<file path="config.mk">
export PLATFORM = sky130hd
export DESIGN_NAME = usb_ep_ctrl
export DESIGN_NICKNAME = d
export VERILOG_FILES = /design/src/usb_ep_ctrl_pkg.sv /design/src/usb_ep_ctrl.sv
export VERILOG_INCLUDE_DIRS = /design/src
export SDC_FILE = /design/constraint.sdc
export NUM_CORES = 1
export LEC_CHECK = 0
export ABC_AREA = 1
export BUFFER_PORTS_ARGS = -buffer_cell sky130_fd_sc_hd__buf_4
export CORE_AREA = 5 5 113 115
export DETAILED_ROUTE_END_ITERATION = 10
export DIE_AREA = 0 0 118 120
export GPL_TIMING_DRIVEN = 1
export PLACE_DENSITY = 0.82
export SLEW_MARGIN = 30
export SYNTH_ARGS = -nofsm -noshare
export SYNTH_HDL_FRONTEND = slang
export SYNTH_SLANG_ARGS = --single-unit
</file>
<file path="constraint.sdc">
create_clock -name sys_clk -period 2.4 [get_ports sys_clk]
set_clock_uncertainty 0.15 [all_clocks]
set_input_delay 0.24 -clock sys_clk [delete_from_list [all_inputs] [get_ports sys_clk]]
set_output_delay 0.24 -clock sys_clk [all_outputs]
set_load 0.03 [all_outputs]
</file>
<file path="src/usb_ep_ctrl_regs.svh">
`ifndef USB_EP_CTRL_REGS_SVH
`define USB_EP_CTRL_REGS_SVH

// Register word indices on the Avalon-MM slave; byte address is four times the index.
`define OFS_DEVICE_ID   4'h0
`define OFS_BUF_BASE    4'h1
`define OFS_EP_ID       4'h2
`define OFS_TOKEN_CAP   4'h3
`define OFS_STATUS      4'h4
`define OFS_CONTROL     4'h5
`define OFS_EP0_TX      4'h6
`define OFS_EP0_RX      4'h7
`define OFS_EP1_TX      4'h8
`define OFS_EP1_RX      4'h9
`define OFS_EP2_TX      4'ha
`define OFS_EP2_RX      4'hb

// Field positions inside the endpoint control registers.
`define F_TOP           7
`define F_TOG           6
`define F_STAT_HI       5
`define F_STAT_LO       4
// Status register bits.
`define F_CTR           5
`define F_USBRST        1
// Control register bit.
`define F_FRC_RST       0

// Reset values.
`define RST_DEVICE_ID   7'h00
`define RST_EP_TX       8'h00
`define RST_EP_RX       8'h00
`define RST_EP0_RX      8'h80
`define RST_BUF_BASE    10'h000

`endif

</file>
<file path="src/usb_ep_ctrl_pkg.sv">
package usb_ep_ctrl_pkg;
   // Transaction sequencer states.
   typedef enum logic [1:0] {
      ST_IDLE      = 2'b00,
      ST_WAIT_DATA = 2'b01,
      ST_WAIT_ACK  = 2'b10
   } state_e;
   // Handshake the device returns to the host.
   typedef enum logic [1:0] {
      HS_ACK   = 2'b00,
      HS_NAK   = 2'b01,
      HS_STALL = 2'b10
   } hs_code_e;
   // Endpoint status field codes, same for transmit and receive.
   typedef enum logic [1:0] {
      STAT_DISABLED = 2'b00,
      STAT_STALL    = 2'b01,
      STAT_NAK      = 2'b10,
      STAT_VALID    = 2'b11
   } stat_e;
   // Token kinds as the two variable PID bits.
   typedef enum logic [1:0] {
      TOK_OUT   = 2'b00,
      TOK_IN    = 2'b10,
      TOK_SETUP = 2'b11
   } tok_e;
endpackage

</file>
<file path="src/usb_ep_ctrl.sv">
`timescale 1ns/1ps
`include "usb_ep_ctrl_regs.svh"
// What this block does
// - Hold 7-bit device address, top bit zero.
// - Clear device address on bus or forced reset.
// - Status-expect flag stalls nonzero-length OUT data.
// - Transmit toggle: set on SETUP, flips on ACK.
// - Transmit status: disabled, stall, NAK, valid.
// - Correct IN or SETUP forces transmit NAK.
// - Control flag makes endpoint 1 or 2 control.
// - Receive toggle set to one at setup stage.
// - Receive toggle flips only on matching data.
// - Receive status: disabled, stall, NAK, valid.
// - Correct OUT or SETUP forces receive NAK.
// - Endpoints 1, 2 match software endpoint number.
// - Endpoint 0 receive: bit7 one, low zero.
// - Bus reset disables every endpoint.
// - Buffer base from upper ten address bits.
// - Buffers fill upward from three zero bits.
// - Pending correct-transfer NAKs IN and OUT on all valid endpoints.
// - SETUP correct transfer NAKs both directions.
// - Captured token and endpoint frozen while pending.
// - Only error-free, expected-toggle transfers count correct.
// - Forced reset holds; release flags bus reset.
module usb_ep_ctrl
   import usb_ep_ctrl_pkg::*;
(
   input wire logic sys_clk, // System clock, 10 MHz.
   input wire logic rst, // Synchronous reset, active high.
   input wire logic [3:0] avs_address, // Avalon word address.
   input wire logic avs_read, // Avalon read request.
   input wire logic avs_write, // Avalon write request.
   input wire logic [31:0] avs_writedata, // Avalon write data, low byte used.
   input wire logic [3:0] avs_byteenable, // Avalon byte enables, lane 0 gates writes.
   output logic [31:0] avs_readdata, // Avalon read data.
   output logic avs_waitrequest, // Avalon wait request.
   input wire logic usb_reset_in, // Bus reset seen by the line receiver.
   input wire logic tok_valid, // Token received, one-cycle pulse.
   input wire logic [1:0] tok_pid_bits, // Variable token PID bits.
   input wire logic [6:0] tok_addr, // Token address field.
   input wire logic [3:0] tok_ep, // Token endpoint field.
   input wire logic data_done, // Data packet ended, one-cycle pulse.
   input wire logic data_ok, // Data packet free of PID, CRC, stuff errors.
   input wire logic data_pid1, // Data packet was DATA1.
   input wire logic [3:0] data_len, // Data packet byte count.
   input wire logic host_ack, // Host ACK after our IN data, pulse.
   input wire logic xfer_abort, // Transaction timed out, pulse.
   output logic hs_valid, // Send handshake, one-cycle pulse.
   output logic [1:0] hs_code, // Handshake kind.
   output logic tx_start, // Send IN data packet, one-cycle pulse.
   output logic tx_data1, // Data packet PID is DATA1.
   output logic [3:0] tx_len, // Bytes to send.
   output logic rx_arm, // Store incoming data in buffer, pulse.
   output logic [15:0] buf_addr, // Buffer start address for the transfer.
   output logic iface_in_reset // Interface held in reset.
);
   // Endpoint and sequencer state.
   logic [6:0] dev_addr_r; // Device address.
   logic [9:0] buf_base_r; // Upper ten bits of the buffer area.
   logic [7:0] tx_ctl_r [0:2]; // Transmit control per endpoint.
   logic [7:0] rx_ctl_r [0:2]; // Receive control per endpoint.
   logic ctr_r; // Correct-transfer flag.
   logic usbrst_flag_r; // Bus reset event flag.
   logic force_reset_r; // Software forced interface reset.
   logic force_q_r; // Previous force value for release edge.
   logic busrst_q_r; // Previous bus reset level.
   logic [1:0] tok_cap_r; // Token PID bits of last correct transfer.
   logic [1:0] ep_cap_r; // Endpoint of last correct transfer.
   logic [3:0] rx_cnt_r; // Bytes received in last correct transfer.
   state_e state_r; // Sequencer state.
   state_e state_nxt; // Next sequencer state.
   logic [1:0] cur_ep_r; // Endpoint of the current transaction.
   logic [1:0] cur_tok_r; // Token of the current transaction.
   logic ack_r; // Bus access answered this cycle.
   logic iface_rst; // Combined interface reset.
   // Hardware update strobes from the sequencer.
   logic ev_ctr; // Correct transfer completes.
   logic hw_tx_nak; // Force transmit status to NAK.
   logic hw_rx_nak; // Force receive status to NAK.
   logic hw_tx_tog_one; // Set transmit toggle.
   logic hw_tx_tog_flip; // Invert transmit toggle.
   logic hw_rx_tog_one; // Receive toggle after SETUP data.
   logic hw_rx_tog_flip; // Invert receive toggle.
   logic [1:0] ev_ep; // Endpoint the strobes address.
   logic hs_valid_nxt; // Handshake pulse next.
   logic [1:0] hs_code_nxt; // Handshake kind next.
   logic tx_start_nxt; // Data send pulse next.
   logic rx_arm_nxt; // Receive arm pulse next.
   logic tok_hit; // Token addresses a known endpoint here.
   logic [1:0] tok_idx; // Endpoint index of the token.
   logic bus_wr; // Write takes effect this edge.
   // Endpoint 0 always answers number 0; 1 and 2 compare the software number.
   function automatic logic [2:0] ep_lookup(input logic [3:0] num,
                                            input logic [3:0] ea1,
                                            input logic [3:0] ea2);
      if (num == 4'h0) begin
         return 3'b100;
      end else if (num == ea1) begin
         return 3'b101;
      end else if (num == ea2) begin
         return 3'b110;
      end
      return 3'b000;
   endfunction
   // Any of the three resets clears the interface.
   assign iface_rst = rst | usb_reset_in | force_reset_r;
   // One wait state per access gives time to register the read data.
   assign avs_waitrequest = (avs_read | avs_write) & ~ack_r;
   assign bus_wr = avs_write & ack_r & avs_byteenable[0];
   // Answer tracking for the Avalon slave.
   always_ff @(posedge sys_clk) begin
      if (rst) begin
         ack_r <= 1'b0;
      end else begin
         ack_r <= (avs_read | avs_write) & ~ack_r;
      end
   end
   // Read data is latched in the wait cycle and stands at the answering edge.
   always_ff @(posedge sys_clk) begin
      if (rst) begin
         avs_readdata <= 32'h0000_0000;
      end else if (avs_read & ~ack_r) begin
         avs_readdata <= 32'h0000_0000;
         case (avs_address)
            `OFS_DEVICE_ID: avs_readdata[7:0] <= {1'b0, dev_addr_r};
            `OFS_BUF_BASE: avs_readdata[7:0] <= buf_base_r[9:2];
            `OFS_EP_ID: avs_readdata[7:0] <= {buf_base_r[1:0], ep_cap_r, rx_cnt_r};
            `OFS_TOKEN_CAP: avs_readdata[7:0] <= {tok_cap_r, 6'h00};
            `OFS_STATUS: avs_readdata[7:0] <= {2'b00, ctr_r, 3'b000, usbrst_flag_r, 1'b0};
            `OFS_CONTROL: avs_readdata[`F_FRC_RST] <= force_reset_r;
            `OFS_EP0_TX: avs_readdata[7:0] <= tx_ctl_r[0];
            `OFS_EP0_RX: avs_readdata[7:0] <= {1'b1, rx_ctl_r[0][6:4], 4'h0};
            `OFS_EP1_TX: avs_readdata[7:0] <= tx_ctl_r[1];
            `OFS_EP1_RX: avs_readdata[7:0] <= rx_ctl_r[1];
            `OFS_EP2_TX: avs_readdata[7:0] <= tx_ctl_r[2];
            `OFS_EP2_RX: avs_readdata[7:0] <= rx_ctl_r[2];
            default: avs_readdata <= 32'h0000_0000;
         endcase
      end
   end
   // Force reset control only resets with the system, so software can release it.
   always_ff @(posedge sys_clk) begin
      if (rst) begin
         force_reset_r <= 1'b0;
         force_q_r <= 1'b0;
         busrst_q_r <= 1'b0;
      end else begin
         force_q_r <= force_reset_r;
         busrst_q_r <= usb_reset_in;
         if (bus_wr && avs_address == `OFS_CONTROL) begin
            force_reset_r <= avs_writedata[`F_FRC_RST];
         end
      end
   end
   // Status flags: write one to clear; a new event wins; bus reset start or forced release sets.
   always_ff @(posedge sys_clk) begin
      if (rst) begin
         ctr_r <= 1'b0;
         usbrst_flag_r <= 1'b0;
      end else begin
         if (bus_wr && avs_address == `OFS_STATUS) begin
            if (avs_writedata[`F_CTR]) begin
               ctr_r <= 1'b0;
            end
            if (avs_writedata[`F_USBRST]) begin
               usbrst_flag_r <= 1'b0;
            end
         end
         if (ev_ctr) begin
            ctr_r <= 1'b1;
         end
         if ((usb_reset_in & ~busrst_q_r) | (force_q_r & ~force_reset_r)) begin
            usbrst_flag_r <= 1'b1;
         end
      end
   end
   // Buffer base bits stay over bus resets; only system reset clears them.
   always_ff @(posedge sys_clk) begin
      if (rst) begin
         buf_base_r <= `RST_BUF_BASE;
      end else if (bus_wr && avs_address == `OFS_BUF_BASE) begin
         buf_base_r[9:2] <= avs_writedata[7:0];
      end else if (bus_wr && avs_address == `OFS_EP_ID) begin
         buf_base_r[1:0] <= avs_writedata[7:6];
      end
   end
   // Capture of the last correct transfer; frozen while the flag is pending.
   always_ff @(posedge sys_clk) begin
      if (rst) begin
         tok_cap_r <= 2'b00;
         ep_cap_r <= 2'b00;
         rx_cnt_r <= 4'h0;
      end else if (ev_ctr && !ctr_r) begin
         tok_cap_r <= cur_tok_r;
         ep_cap_r <= cur_ep_r;
         rx_cnt_r <= (cur_tok_r == TOK_IN) ? 4'h0 : data_len;
      end
   end
   // Device address: software writes it, any interface reset clears it.
   always_ff @(posedge sys_clk) begin
      if (iface_rst) begin
         dev_addr_r <= `RST_DEVICE_ID;
      end else if (bus_wr && avs_address == `OFS_DEVICE_ID) begin
         dev_addr_r <= avs_writedata[6:0];
      end
   end
   // Endpoint registers; hardware updates follow the write so a race keeps the NAK.
   always_ff @(posedge sys_clk) begin
      if (iface_rst) begin
         for (int i = 0; i < 3; i++) begin
            tx_ctl_r[i] <= `RST_EP_TX;
            rx_ctl_r[i] <= (i == 0) ? `RST_EP0_RX : `RST_EP_RX;
         end
      end else begin
         for (int i = 0; i < 3; i++) begin
            if (bus_wr && avs_address == 4'(`OFS_EP0_TX + 2 * i)) begin
               tx_ctl_r[i] <= avs_writedata[7:0];
            end
            if (bus_wr && avs_address == 4'(`OFS_EP0_RX + 2 * i)) begin
               rx_ctl_r[i] <= avs_writedata[7:0];
            end
            if (ev_ep == 2'(i)) begin
               if (hw_tx_nak) begin
                  tx_ctl_r[i][`F_STAT_HI:`F_STAT_LO] <= STAT_NAK;
               end
               if (hw_rx_nak) begin
                  rx_ctl_r[i][`F_STAT_HI:`F_STAT_LO] <= STAT_NAK;
               end
               if (hw_tx_tog_one) begin
                  tx_ctl_r[i][`F_TOG] <= 1'b1;
               end else if (hw_tx_tog_flip) begin
                  tx_ctl_r[i][`F_TOG] <= ~tx_ctl_r[i][`F_TOG];
               end
               // SETUP data sets the toggle to one directly; accepted OUT data flips it.
               if (hw_rx_tog_one) begin
                  rx_ctl_r[i][`F_TOG] <= 1'b1;
               end else if (hw_rx_tog_flip) begin
                  rx_ctl_r[i][`F_TOG] <= ~rx_ctl_r[i][`F_TOG];
               end
            end
         end
      end
   end
   // Token decode against the endpoint table.
   always_comb begin
      logic [2:0] lk;
      lk = ep_lookup(tok_ep, rx_ctl_r[1][3:0], rx_ctl_r[2][3:0]);
      tok_hit = lk[2] & (tok_addr == dev_addr_r);
      tok_idx = lk[1:0];
   end
   // Transaction sequencer decisions.
   always_comb begin
      logic [1:0] txs;
      logic [1:0] rxs;
      logic [1:0] rs;
      logic is_ctl;
      txs = tx_ctl_r[tok_idx][`F_STAT_HI:`F_STAT_LO];
      rxs = rx_ctl_r[tok_idx][`F_STAT_HI:`F_STAT_LO];
      rs = rx_ctl_r[cur_ep_r][`F_STAT_HI:`F_STAT_LO];
      is_ctl = (tok_idx == 2'd0) | rx_ctl_r[tok_idx][`F_TOP];
      state_nxt = state_r;
      ev_ctr = 1'b0;
      hw_tx_nak = 1'b0;
      hw_rx_nak = 1'b0;
      hw_tx_tog_one = 1'b0;
      hw_tx_tog_flip = 1'b0;
      hw_rx_tog_one = 1'b0;
      hw_rx_tog_flip = 1'b0;
      ev_ep = cur_ep_r;
      hs_valid_nxt = 1'b0;
      hs_code_nxt = HS_ACK;
      tx_start_nxt = 1'b0;
      rx_arm_nxt = 1'b0;
      case (state_r)
         ST_IDLE: begin
            if (tok_valid && tok_hit) begin
               case (tok_pid_bits)
                  TOK_IN: begin
                     if (txs == STAT_STALL) begin
                        hs_valid_nxt = 1'b1;
                        hs_code_nxt = HS_STALL;
                     end else if (txs == STAT_NAK || (txs == STAT_VALID && ctr_r)) begin
                        hs_valid_nxt = 1'b1;
                        hs_code_nxt = HS_NAK;
                     end else if (txs == STAT_VALID) begin
                        tx_start_nxt = 1'b1;
                        state_nxt = ST_WAIT_ACK;
                     end
                  end
                  TOK_OUT: begin
                     if (rxs != STAT_DISABLED) begin
                        rx_arm_nxt = (rxs == STAT_VALID) & ~ctr_r;
                        state_nxt = ST_WAIT_DATA;
                     end
                  end
                  TOK_SETUP: begin
                     // A SETUP during a pending flag is dropped so the capture stays frozen.
                     if (is_ctl && rxs != STAT_DISABLED && !ctr_r) begin
                        rx_arm_nxt = 1'b1;
                        state_nxt = ST_WAIT_DATA;
                     end
                  end
                  default: state_nxt = ST_IDLE;
               endcase
            end
         end
         ST_WAIT_DATA: begin
            if (xfer_abort || (data_done && !data_ok)) begin
               state_nxt = ST_IDLE;
            end else if (data_done) begin
               state_nxt = ST_IDLE;
               if (cur_tok_r == TOK_SETUP) begin
                  if (!data_pid1) begin
                     hs_valid_nxt = 1'b1;
                     hs_code_nxt = HS_ACK;
                     ev_ctr = 1'b1;
                     hw_tx_nak = 1'b1;
                     hw_rx_nak = 1'b1;
                     hw_tx_tog_one = 1'b1;
                     hw_rx_tog_one = 1'b1;
                  end
               end else if (rs == STAT_STALL) begin
                  hs_valid_nxt = 1'b1;
                  hs_code_nxt = HS_STALL;
               end else if (rs == STAT_NAK || ctr_r) begin
                  hs_valid_nxt = 1'b1;
                  hs_code_nxt = HS_NAK;
               end else if (tx_ctl_r[cur_ep_r][`F_TOP] && data_len != 4'h0) begin
                  hs_valid_nxt = 1'b1;
                  hs_code_nxt = HS_STALL;
               end else if (data_pid1 != rx_ctl_r[cur_ep_r][`F_TOG]) begin
                  hs_valid_nxt = 1'b1;
                  hs_code_nxt = HS_ACK;
               end else begin
                  hs_valid_nxt = 1'b1;
                  hs_code_nxt = HS_ACK;
                  ev_ctr = 1'b1;
                  hw_rx_nak = 1'b1;
                  hw_rx_tog_flip = 1'b1;
               end
            end
         end
         ST_WAIT_ACK: begin
            if (host_ack) begin
               state_nxt = ST_IDLE;
               ev_ctr = 1'b1;
               hw_tx_nak = 1'b1;
               hw_tx_tog_flip = 1'b1;
            end else if (xfer_abort) begin
               state_nxt = ST_IDLE;
            end
         end
         default: state_nxt = ST_IDLE;
      endcase
   end
   // Sequencer state and transaction context.
   always_ff @(posedge sys_clk) begin
      if (iface_rst) begin
         state_r <= ST_IDLE;
         cur_ep_r <= 2'd0;
         cur_tok_r <= TOK_OUT;
      end else begin
         state_r <= state_nxt;
         if (state_r == ST_IDLE && tok_valid && tok_hit) begin
            cur_ep_r <= tok_idx;
            cur_tok_r <= tok_pid_bits;
         end
      end
   end
   // Registered link outputs.
   always_ff @(posedge sys_clk) begin
      if (iface_rst) begin
         hs_valid <= 1'b0;
         hs_code <= HS_ACK;
         tx_start <= 1'b0;
         tx_data1 <= 1'b0;
         tx_len <= 4'h0;
         rx_arm <= 1'b0;
         buf_addr <= 16'h0000;
         iface_in_reset <= 1'b1;
      end else begin
         iface_in_reset <= 1'b0;
         hs_valid <= hs_valid_nxt;
         hs_code <= hs_code_nxt;
         tx_start <= tx_start_nxt;
         rx_arm <= rx_arm_nxt;
         if (tx_start_nxt) begin
            tx_data1 <= tx_ctl_r[tok_idx][`F_TOG];
            tx_len <= tx_ctl_r[tok_idx][3:0];
         end
         // Each endpoint owns two 8-byte slots, receive below transmit.
         if (tx_start_nxt | rx_arm_nxt) begin
            buf_addr <= {buf_base_r, tok_idx, tx_start_nxt, 3'b000};
         end
      end
   end
endmodule

</file>
* Word-level counts from Yosys, hierarchy flattened
Memories as Yosys holds them, arrays and structs flattened. A register that Yosys moved wholly into a read port is not among the register bits.
Index checks and enable logic that the tools add are counted.
** Word-level totals
- Word-level logic and storage cells :: 332
- Bits of input ports :: 68
- Register bits after elaboration :: 69
- Memory bits (writable) :: 48
- Memories :: 2
** Memory list
- rx_ctl_r :: depth 3, width 8, rd ports 5, clocked after memory_dff 1, write ports 3, RTL line usb_ep_ctrl.sv:61 : logic [7:0] rx_ctl_r [0:2];
- tx_ctl_r :: depth 3, width 8, rd ports 5, clocked after memory_dff 1, write ports 3, RTL line usb_ep_ctrl.sv:60 : logic [7:0] tx_ctl_r [0:2];
** Operators by class
- Reduce and logical (&&, ||, !) cells :: 41
- Multiplexer cells :: 179
- Bitwise operators :: 49
- Equality and inequality tests :: 37
** Operator list (number)
- $mux W1 :: 130
- $pmux W7 S11 :: 1
- $mux W2 :: 29
- $mux W8 :: 6
- $or A1 B1 Y1 :: 30
- $ne A3 B3 Y1 const B :: 7
- $eq A2 B2 Y1 const B :: 10
- $logic_and A1 B1 Y1 :: 20
- $eq A4 B3 Y1 const B :: 4
- $eq A4 B4 Y1 const B :: 4
- $mux W3 :: 4
- $pmux W2 S3 :: 2
- $not A1 Y1 :: 11
- $reduce_bool A2 Y1 :: 5
- $pmux W1 S9 :: 1
- $and A1 B1 Y1 :: 8
- $eq A2 B1 Y1 const B :: 4
- $eq A4 B2 Y1 const B :: 2
- $eq A4 B4 Y1 :: 2
- $logic_not A2 Y1 :: 4
- $logic_not A4 Y1 :: 2
- $pmux W1 S2 :: 4
- $reduce_and A8 Y1 :: 1
- $eq A7 B7 Y1 :: 1
- 9 further kinds :: 14

* Logic depth before layout (Yosys ltp)
Gate-level depths: netlist (run 1).
An unclocked memory read counts as a cell.
- Depth after elaboration :: 16
- Mapped depth :: 17
- Depth with buffers taken out :: 17

* Worst setup path before layout (run 1)
OpenSTA, ideal clock, no wires.
- Path kind :: reg2reg
- Start :: register state_r[1]
- End :: memory rx_ctl_r[0][5] (data pin)
- Arrival time :: 1786 ps
- Period minus slack after synthesis :: 2064 ps
- Stages on the path, launching flop included :: 14
- Data required time :: 2122 ps
- Slack :: 336 ps
- Buffers on the path :: 1
- Cell sequence :: dfxtp_1 inv_1 ha_1 nand4_1 a21oi_1 nand2_1 nor2_1 nand2_1 nand2_1 nand2_1 nand4_1 buf_2 o21ai_0 inv_1
** RTL lines
- start, declared :: RTL line usb_ep_ctrl.sv:70 : state_e state_r;
- start signal, assigned :: RTL line usb_ep_ctrl.sv:363 : state_r <= state_nxt;
- end, declared :: RTL line usb_ep_ctrl.sv:61

==> flow_summary.ini, run 1 <==
[finish]
antennaDiodeCount = 0
final_common_cell = nand2_1
fin_util = 0.683
layout_common_cells = nand2_1, inv_1, nor2_1
nets = 1041
layout-drive-gt1-share = 0.222
syn_to_final_growth_pct = 29.1

[power_and_ir_drop]
p_comb_frac = 0.097
swShare = 0.251
ir_drop_v = 0.000515
p_switching_w = 0.00132
p_leak_nw = 3.62
intPower_w = 0.00394
power_frac_clock = 0.511
power.share.sequential = 0.392
powerDensity_nw_per_um2 = 658

[drt]
dr_total_vias = 6378
drt_iter0_drc = 776
wl_per_cell_um = 17.7
drc = 0
antenna_left = 0
drtPass1Iterations = 5
vias_per_cell = 5.66
routed_wl_um = 20000

[global_routing]
grt_max_degree = 32
antenna_found_initial = 0
grt_remaining_overflow = 0
grt.total_usage = 0.269
met1_usage = 0.329
grt_use_met2 = 0.434
grt.busiest_layer = met2
grtUsageMet3 = 0.0622
grt_first_pass_wirelength_um = 30000
grt_pass1_vias = 6013

[critical_path]
path_class = flip-flop to flip-flop
worstReg2RegStart = rx_ctl_r[2][2]
r2r_slack_ns = 0.02
r2r_end = buf_addr[9]
end_kind = flip-flop
crit_fanout = 7
required_ns = 2.57
worstPathArrival_ns = 2.55
rr_worst_depth = 13
start_kind = flip-flop

[synth]
synth_cells = 831
synth.area.top_cells = dfxtp_1, edfxtp_1, nand2_1
dominantRegCellSynth = dfxtp_1
ys_types = 54
synth-edff-count = 39
async_reset_ff_frac = 0
synth_seq_cells = 114
ys.warnings.count = 0
synth_seq_area_share = 0.431
synth_area_per_cell_um2 = 7.46
synth_top_area_share = 0.242
synth_top_area_cell = dfxtp_1
syn_area_um2 = 6200

[timing]
slew_headroom = 0.651
rsz0062_at_grt = true
finalCriticalPeriod_ns = 2.38
hold_viol_final = 0
timing_worst_slew_pin_value_ns = 0.522
timing.fmax_mhz = 421
setup_viol = 0
slew_viol_final = 0
whs_ns = 0.00736
min_period_over_period = 0.990

[place]
port_buffers = 73
hpwlAfterDp_um = 14300
routabilityCongestion = 1.06

[clock_network]
root_buffer = clkbuf_16
clock_latency_ns = 0.43
numCtsBuffers = 17
h-tree-depth = 4
cts_max_path_buffers = 2
cts_tree = done
clkSinkCount = 114
path_clk_slew_ns = 0.06

[floorplanning]
core_um2 = 11700
row_count = 40
fp.dieH_um = 120
start_util = 0.529
die_area_um2 = 14200
die_w_um = 118
io_pins = 128

[worst_hold_path]
hold_depth = 3
hp-class = primary input to flip-flop
min_from = avs_writedata[6]
hold_end = dev_addr_r[6]

[job]
maxCapViolCount = 0

[outcome]
status = finished, final reports clean
logic make-up (layout without fill, tap and decap cells):
kind of cell             count (synthesis)  count (layout)  share of synthesized area
other                                    1              27                   0.000605
AO/OA/AOI/OAI                          178             178                      0.164
XOR/XNOR                                 2               2                    0.00283
buffers and inverters                  174             296                      0.127
AND/OR/NAND/NOR                        356             357                      0.262
adder cells (fa/ha/maj)                  6               6                     0.0121
flip-flops                             114             114                      0.431
cell usage after synthesis (all sizes together), types with 3 or more instances:
| library cell | instances |
|---|---|
| o22ai | 6 |
| o21ai | 71 |
| nand3 | 44 |
| ha | 6 |
| buf | 38 |
| a31oi | 6 |
| nor2 | 127 |
| a211oi | 4 |
| clkbuf | 6 |
| a21oi | 64 |
| inv | 130 |
| o221ai | 3 |
| nor3 | 6 |
| or2 | 6 |
| dfxtp | 75 |
| edfxtp | 39 |
| nand4 | 14 |
| a221oi | 12 |
| nand2 | 154 |
routing by layer:
layer  wire (um)  vias up
met5           0        -
met4        1180        0
met1        7670     2917
met2        9060      390
li1            -     2966
met3        2060      105
state kept, by name, indices dropped and copies added (netlist names), 4 cells and up, named ones only:
name / flops
avs_readdata: 8
rx_ctl_r: 19
dev_addr_r: 7
rx_cnt_r: 4
buf_addr: 13
tx_ctl_r: 24
buf_base_r: 10
tx_len: 4
timing repair:
item / in CTS / in global routing
gates cloned: 0 / 1
buffers inserted: 0 / 9
endpoints found under the hold margin: 22 / 0
gates resized for setup: 1 / 38
pin swaps: 0 / 12
hold buffers: 15 / 0
setup endpoints to repair: 1 / 65
power by group through the flow:
stage / combinational (W) / clock (W) / sequential [W]
after floorplan: 0.000308 / 0 / 0.00210
after global placement: 0.000442 / 0 / 0.00210
after detailed placement: 0.000451 / 0 / 0.00210
after CTS: 0.000474 / 0.00268 / 0.00206
after global routing: 0.000547 / 0.00277 / 0.00206
final: 0.000511 / 0.00269 / 0.00206
critical path, cell delays in order (launching register included):
cell,delay [ns]
edfxtp_1,0.39
inv_1,0.11
nand2_1,0.07
nand2_1,0.08
nand2_2,0.08
nor2_4,0.12
nand3_4,0.16
nand3_2,0.13
nand2_2,0.09
nor2_4,0.16
nand4_4,0.26
buf_6,0.22
a21oi_1,0.17
nor2_1,0.07
stage by stage:
stage	std cells	setup slack [ns]	cell area [um^2]	TNS (ns)	power (W)
floorplan	857	0.336	6300	0	0.00241
global placement	1070	0.0979	7020	0	0.00254
detailed placement	1070	-0.0123	7020	-0.0135	0.00255
CTS	1117	0.0307	7810	0	0.00521
global route	1127	-0.0791	8000	-0.787	0.00538
finish	1127	0.0234	8000	0	0.00526
final cells by class:
type | instances | area [um^2]
clock buffers | 23 | 520
clock inverters | 9 | 115
fillers | 926 | 3710
inverters | 130 | 495
multi-input cells | 570 | 2960
flip-flops and latches | 114 | 2680
well taps | 147 | 184
repair buffers | 134 | 1060
worst max path at each step:
stage                                end  slack [ns]            from  depth (start not counted)
after floorplan           rx_ctl_r[0][5]        0.34      state_r[1]                         13
after global placement       buf_addr[4]         0.1  rx_ctl_r[1][1]                         12
after detailed placement     buf_addr[4]       -0.01  rx_ctl_r[2][3]                         11
after CTS                    buf_addr[8]        0.03  rx_ctl_r[2][3]                         11
after global routing         buf_addr[9]       -0.08  rx_ctl_r[2][2]                         13
final                        buf_addr[9]        0.02  rx_ctl_r[2][2]                         13
Power figures use the tool's default switching activity.
==> run 2: changes to the inputs <==
PLACE_DENSITY = 0.78   (was 0.82)
SETUP_SLACK_MARGIN = 0.02   (was default)
==> flow_summary.ini, run 2 (synthesized netlist as in run 1, its figures left out) <==
[clock_network]
clock_latency_ns = 0.43
cts_max_path_buffers = 2
cts_tree = done
root_buffer = clkbuf_16
path_clk_slew_ns = 0.06
numCtsBuffers = 17
clkSinkCount = 114
h-tree-depth = 4

[timing]
whs_ns = 0.0169
finalWorstSetupSlack_ns = 0.0362
finalSetupTns_ns = 0
rsz0062_at_grt = true
min_period_over_period = 0.985
setup_viol = 0
timing_worst_slew_pin_value_ns = 0.537
slew_headroom = 0.641
timing.fmax_mhz = 423
hold_viol_final = 0
finalCriticalPeriod_ns = 2.36
slew_viol_final = 0

[power_and_ir_drop]
powerDensity_nw_per_um2 = 638
power_w = 0.00509
p_leak_nw = 3.60
ir_drop_v = 0.000582

[finish]
final_common_cell = nand2_1
top_regs = tx_ctl_r (24), rx_ctl_r (19), buf_addr (13)
layout_common_cells = nand2_1, inv_1, buf_4
largest_register_ff_count = 24
multi_input_area_um2 = 2970
layout-drive-gt1-share = 0.228
final.fill_count = 992
regArea_um2 = 2680
nets = 1041
largest-register = tx_ctl_r
syn_to_final_growth_pct = 28.7
antennaDiodeCount = 0

[job]
maxCapViolCount = 0

[floorplanning]
start_util = 0.529
die_area_um2 = 14200
row_count = 40
io_pins = 128
core_um2 = 11700
fp.dieH_um = 120
die_w_um = 118

[critical_path]
max_stage_delay_ns = 0.41
path_cells = nand2_1 > nand2_2 > nor2_8 > nand2_4 > nand3_4 > clkinv_8 > nand2_2 > nand2_2 > nor2_4 > nand4_4 > buf_6 > a21oi_1 > nor2_1
crit_path_frequent_cell = nand2_2
end_kind = flip-flop
crit_fanout = 7
path_buf_inv = 2
worstPathArrival_ns = 2.53
r2r_slack_ns = 0.04
path_class = flip-flop to flip-flop
crit_slowest_cell = edfxtp_1
required_ns = 2.57
start_kind = flip-flop
crit_family = simple AND/OR/NAND/NOR gates
worstReg2RegStart = rx_ctl_r[1][3]
crit_start = rx_ctl_r[1][3]

[global_routing]
grt.busiest_layer = met2
grtUsageMet3 = 0.0735
met1_usage = 0.327
grt_first_pass_wirelength_um = 29600
grt_pass1_vias = 5775
grt_use_met2 = 0.421
grt.total_usage = 0.266
antenna_found_initial = 0
grt_remaining_overflow = 0
grt_max_degree = 36

[worst_hold_path]
min_from = avs_writedata[6]
hp-class = primary input to flip-flop

[drt]
drc = 0
dr_total_vias = 6202
drt_iter0_drc = 667
wl_per_cell_um = 17.0
vias_per_cell = 5.50
drtPass1Iterations = 5
routed_wl_um = 19200
antenna_left = 0

[place]
routabilityCongestion = 1.05
port_buffers = 73
hpwlAfterDp_um = 14100
place_ws_ns = -0.00134

[outcome]
status = finished, final reports clean
## run 2: per-stage QoR
step	util	cells	instance area (um^2)
after floorplan	-	857	6300
after detailed placement	0.596	1065	6980
after global routing	0.681	1127	7980
final	0.681	1127	7980
after CTS	0.662	1113	7750
after global placement	0.596	1065	6980
## run 2: layer usage
metal,vias up,part of all wire
met3,73,0.11
met5,-,0
met4,0,0.044
li1,2968,-
met2,343,0.47
met1,2818,0.38
## run 2: cell type report
type,count,area share
Clock buffer,22,0.0635
Clock inverter,10,0.0116
Inverter,130,0.0627
Multi-Input combinational cell,570,0.372
Sequential cell,114,0.335
Tap cell,147,0.0231
Timing Repair Buffer,134,0.132
## run 2: worst paths after layout
check	endpoint	depth (start not counted)
max	buf_addr[12]	13
min	dev_addr_r[6]	3
max reg2reg	buf_addr[12]	13
min reg2reg	ep_cap_r[1]	2
## run 2: report_power, final
part	switching, W	internal (W)	total (W)
logic	0.000333	0.000168	0.000501
registers	0.0000277	0.00203	0.00206
clock network	0.000926	0.00160	0.00253
## run 2: worst min-delay path: stages
cell     delay (ns)
buf_4          0.14
inv_1          0.10
a21oi_1        0.07
## run 2: repair_timing
item,4_1_cts,5_1_grt
setup endpoints to repair,12,78
buffers inserted,0,14
gates cloned,1,0
endpoints found under the hold margin,24,0
pin swaps,0,10
hold buffers,15,0
gates resized for setup,2,40
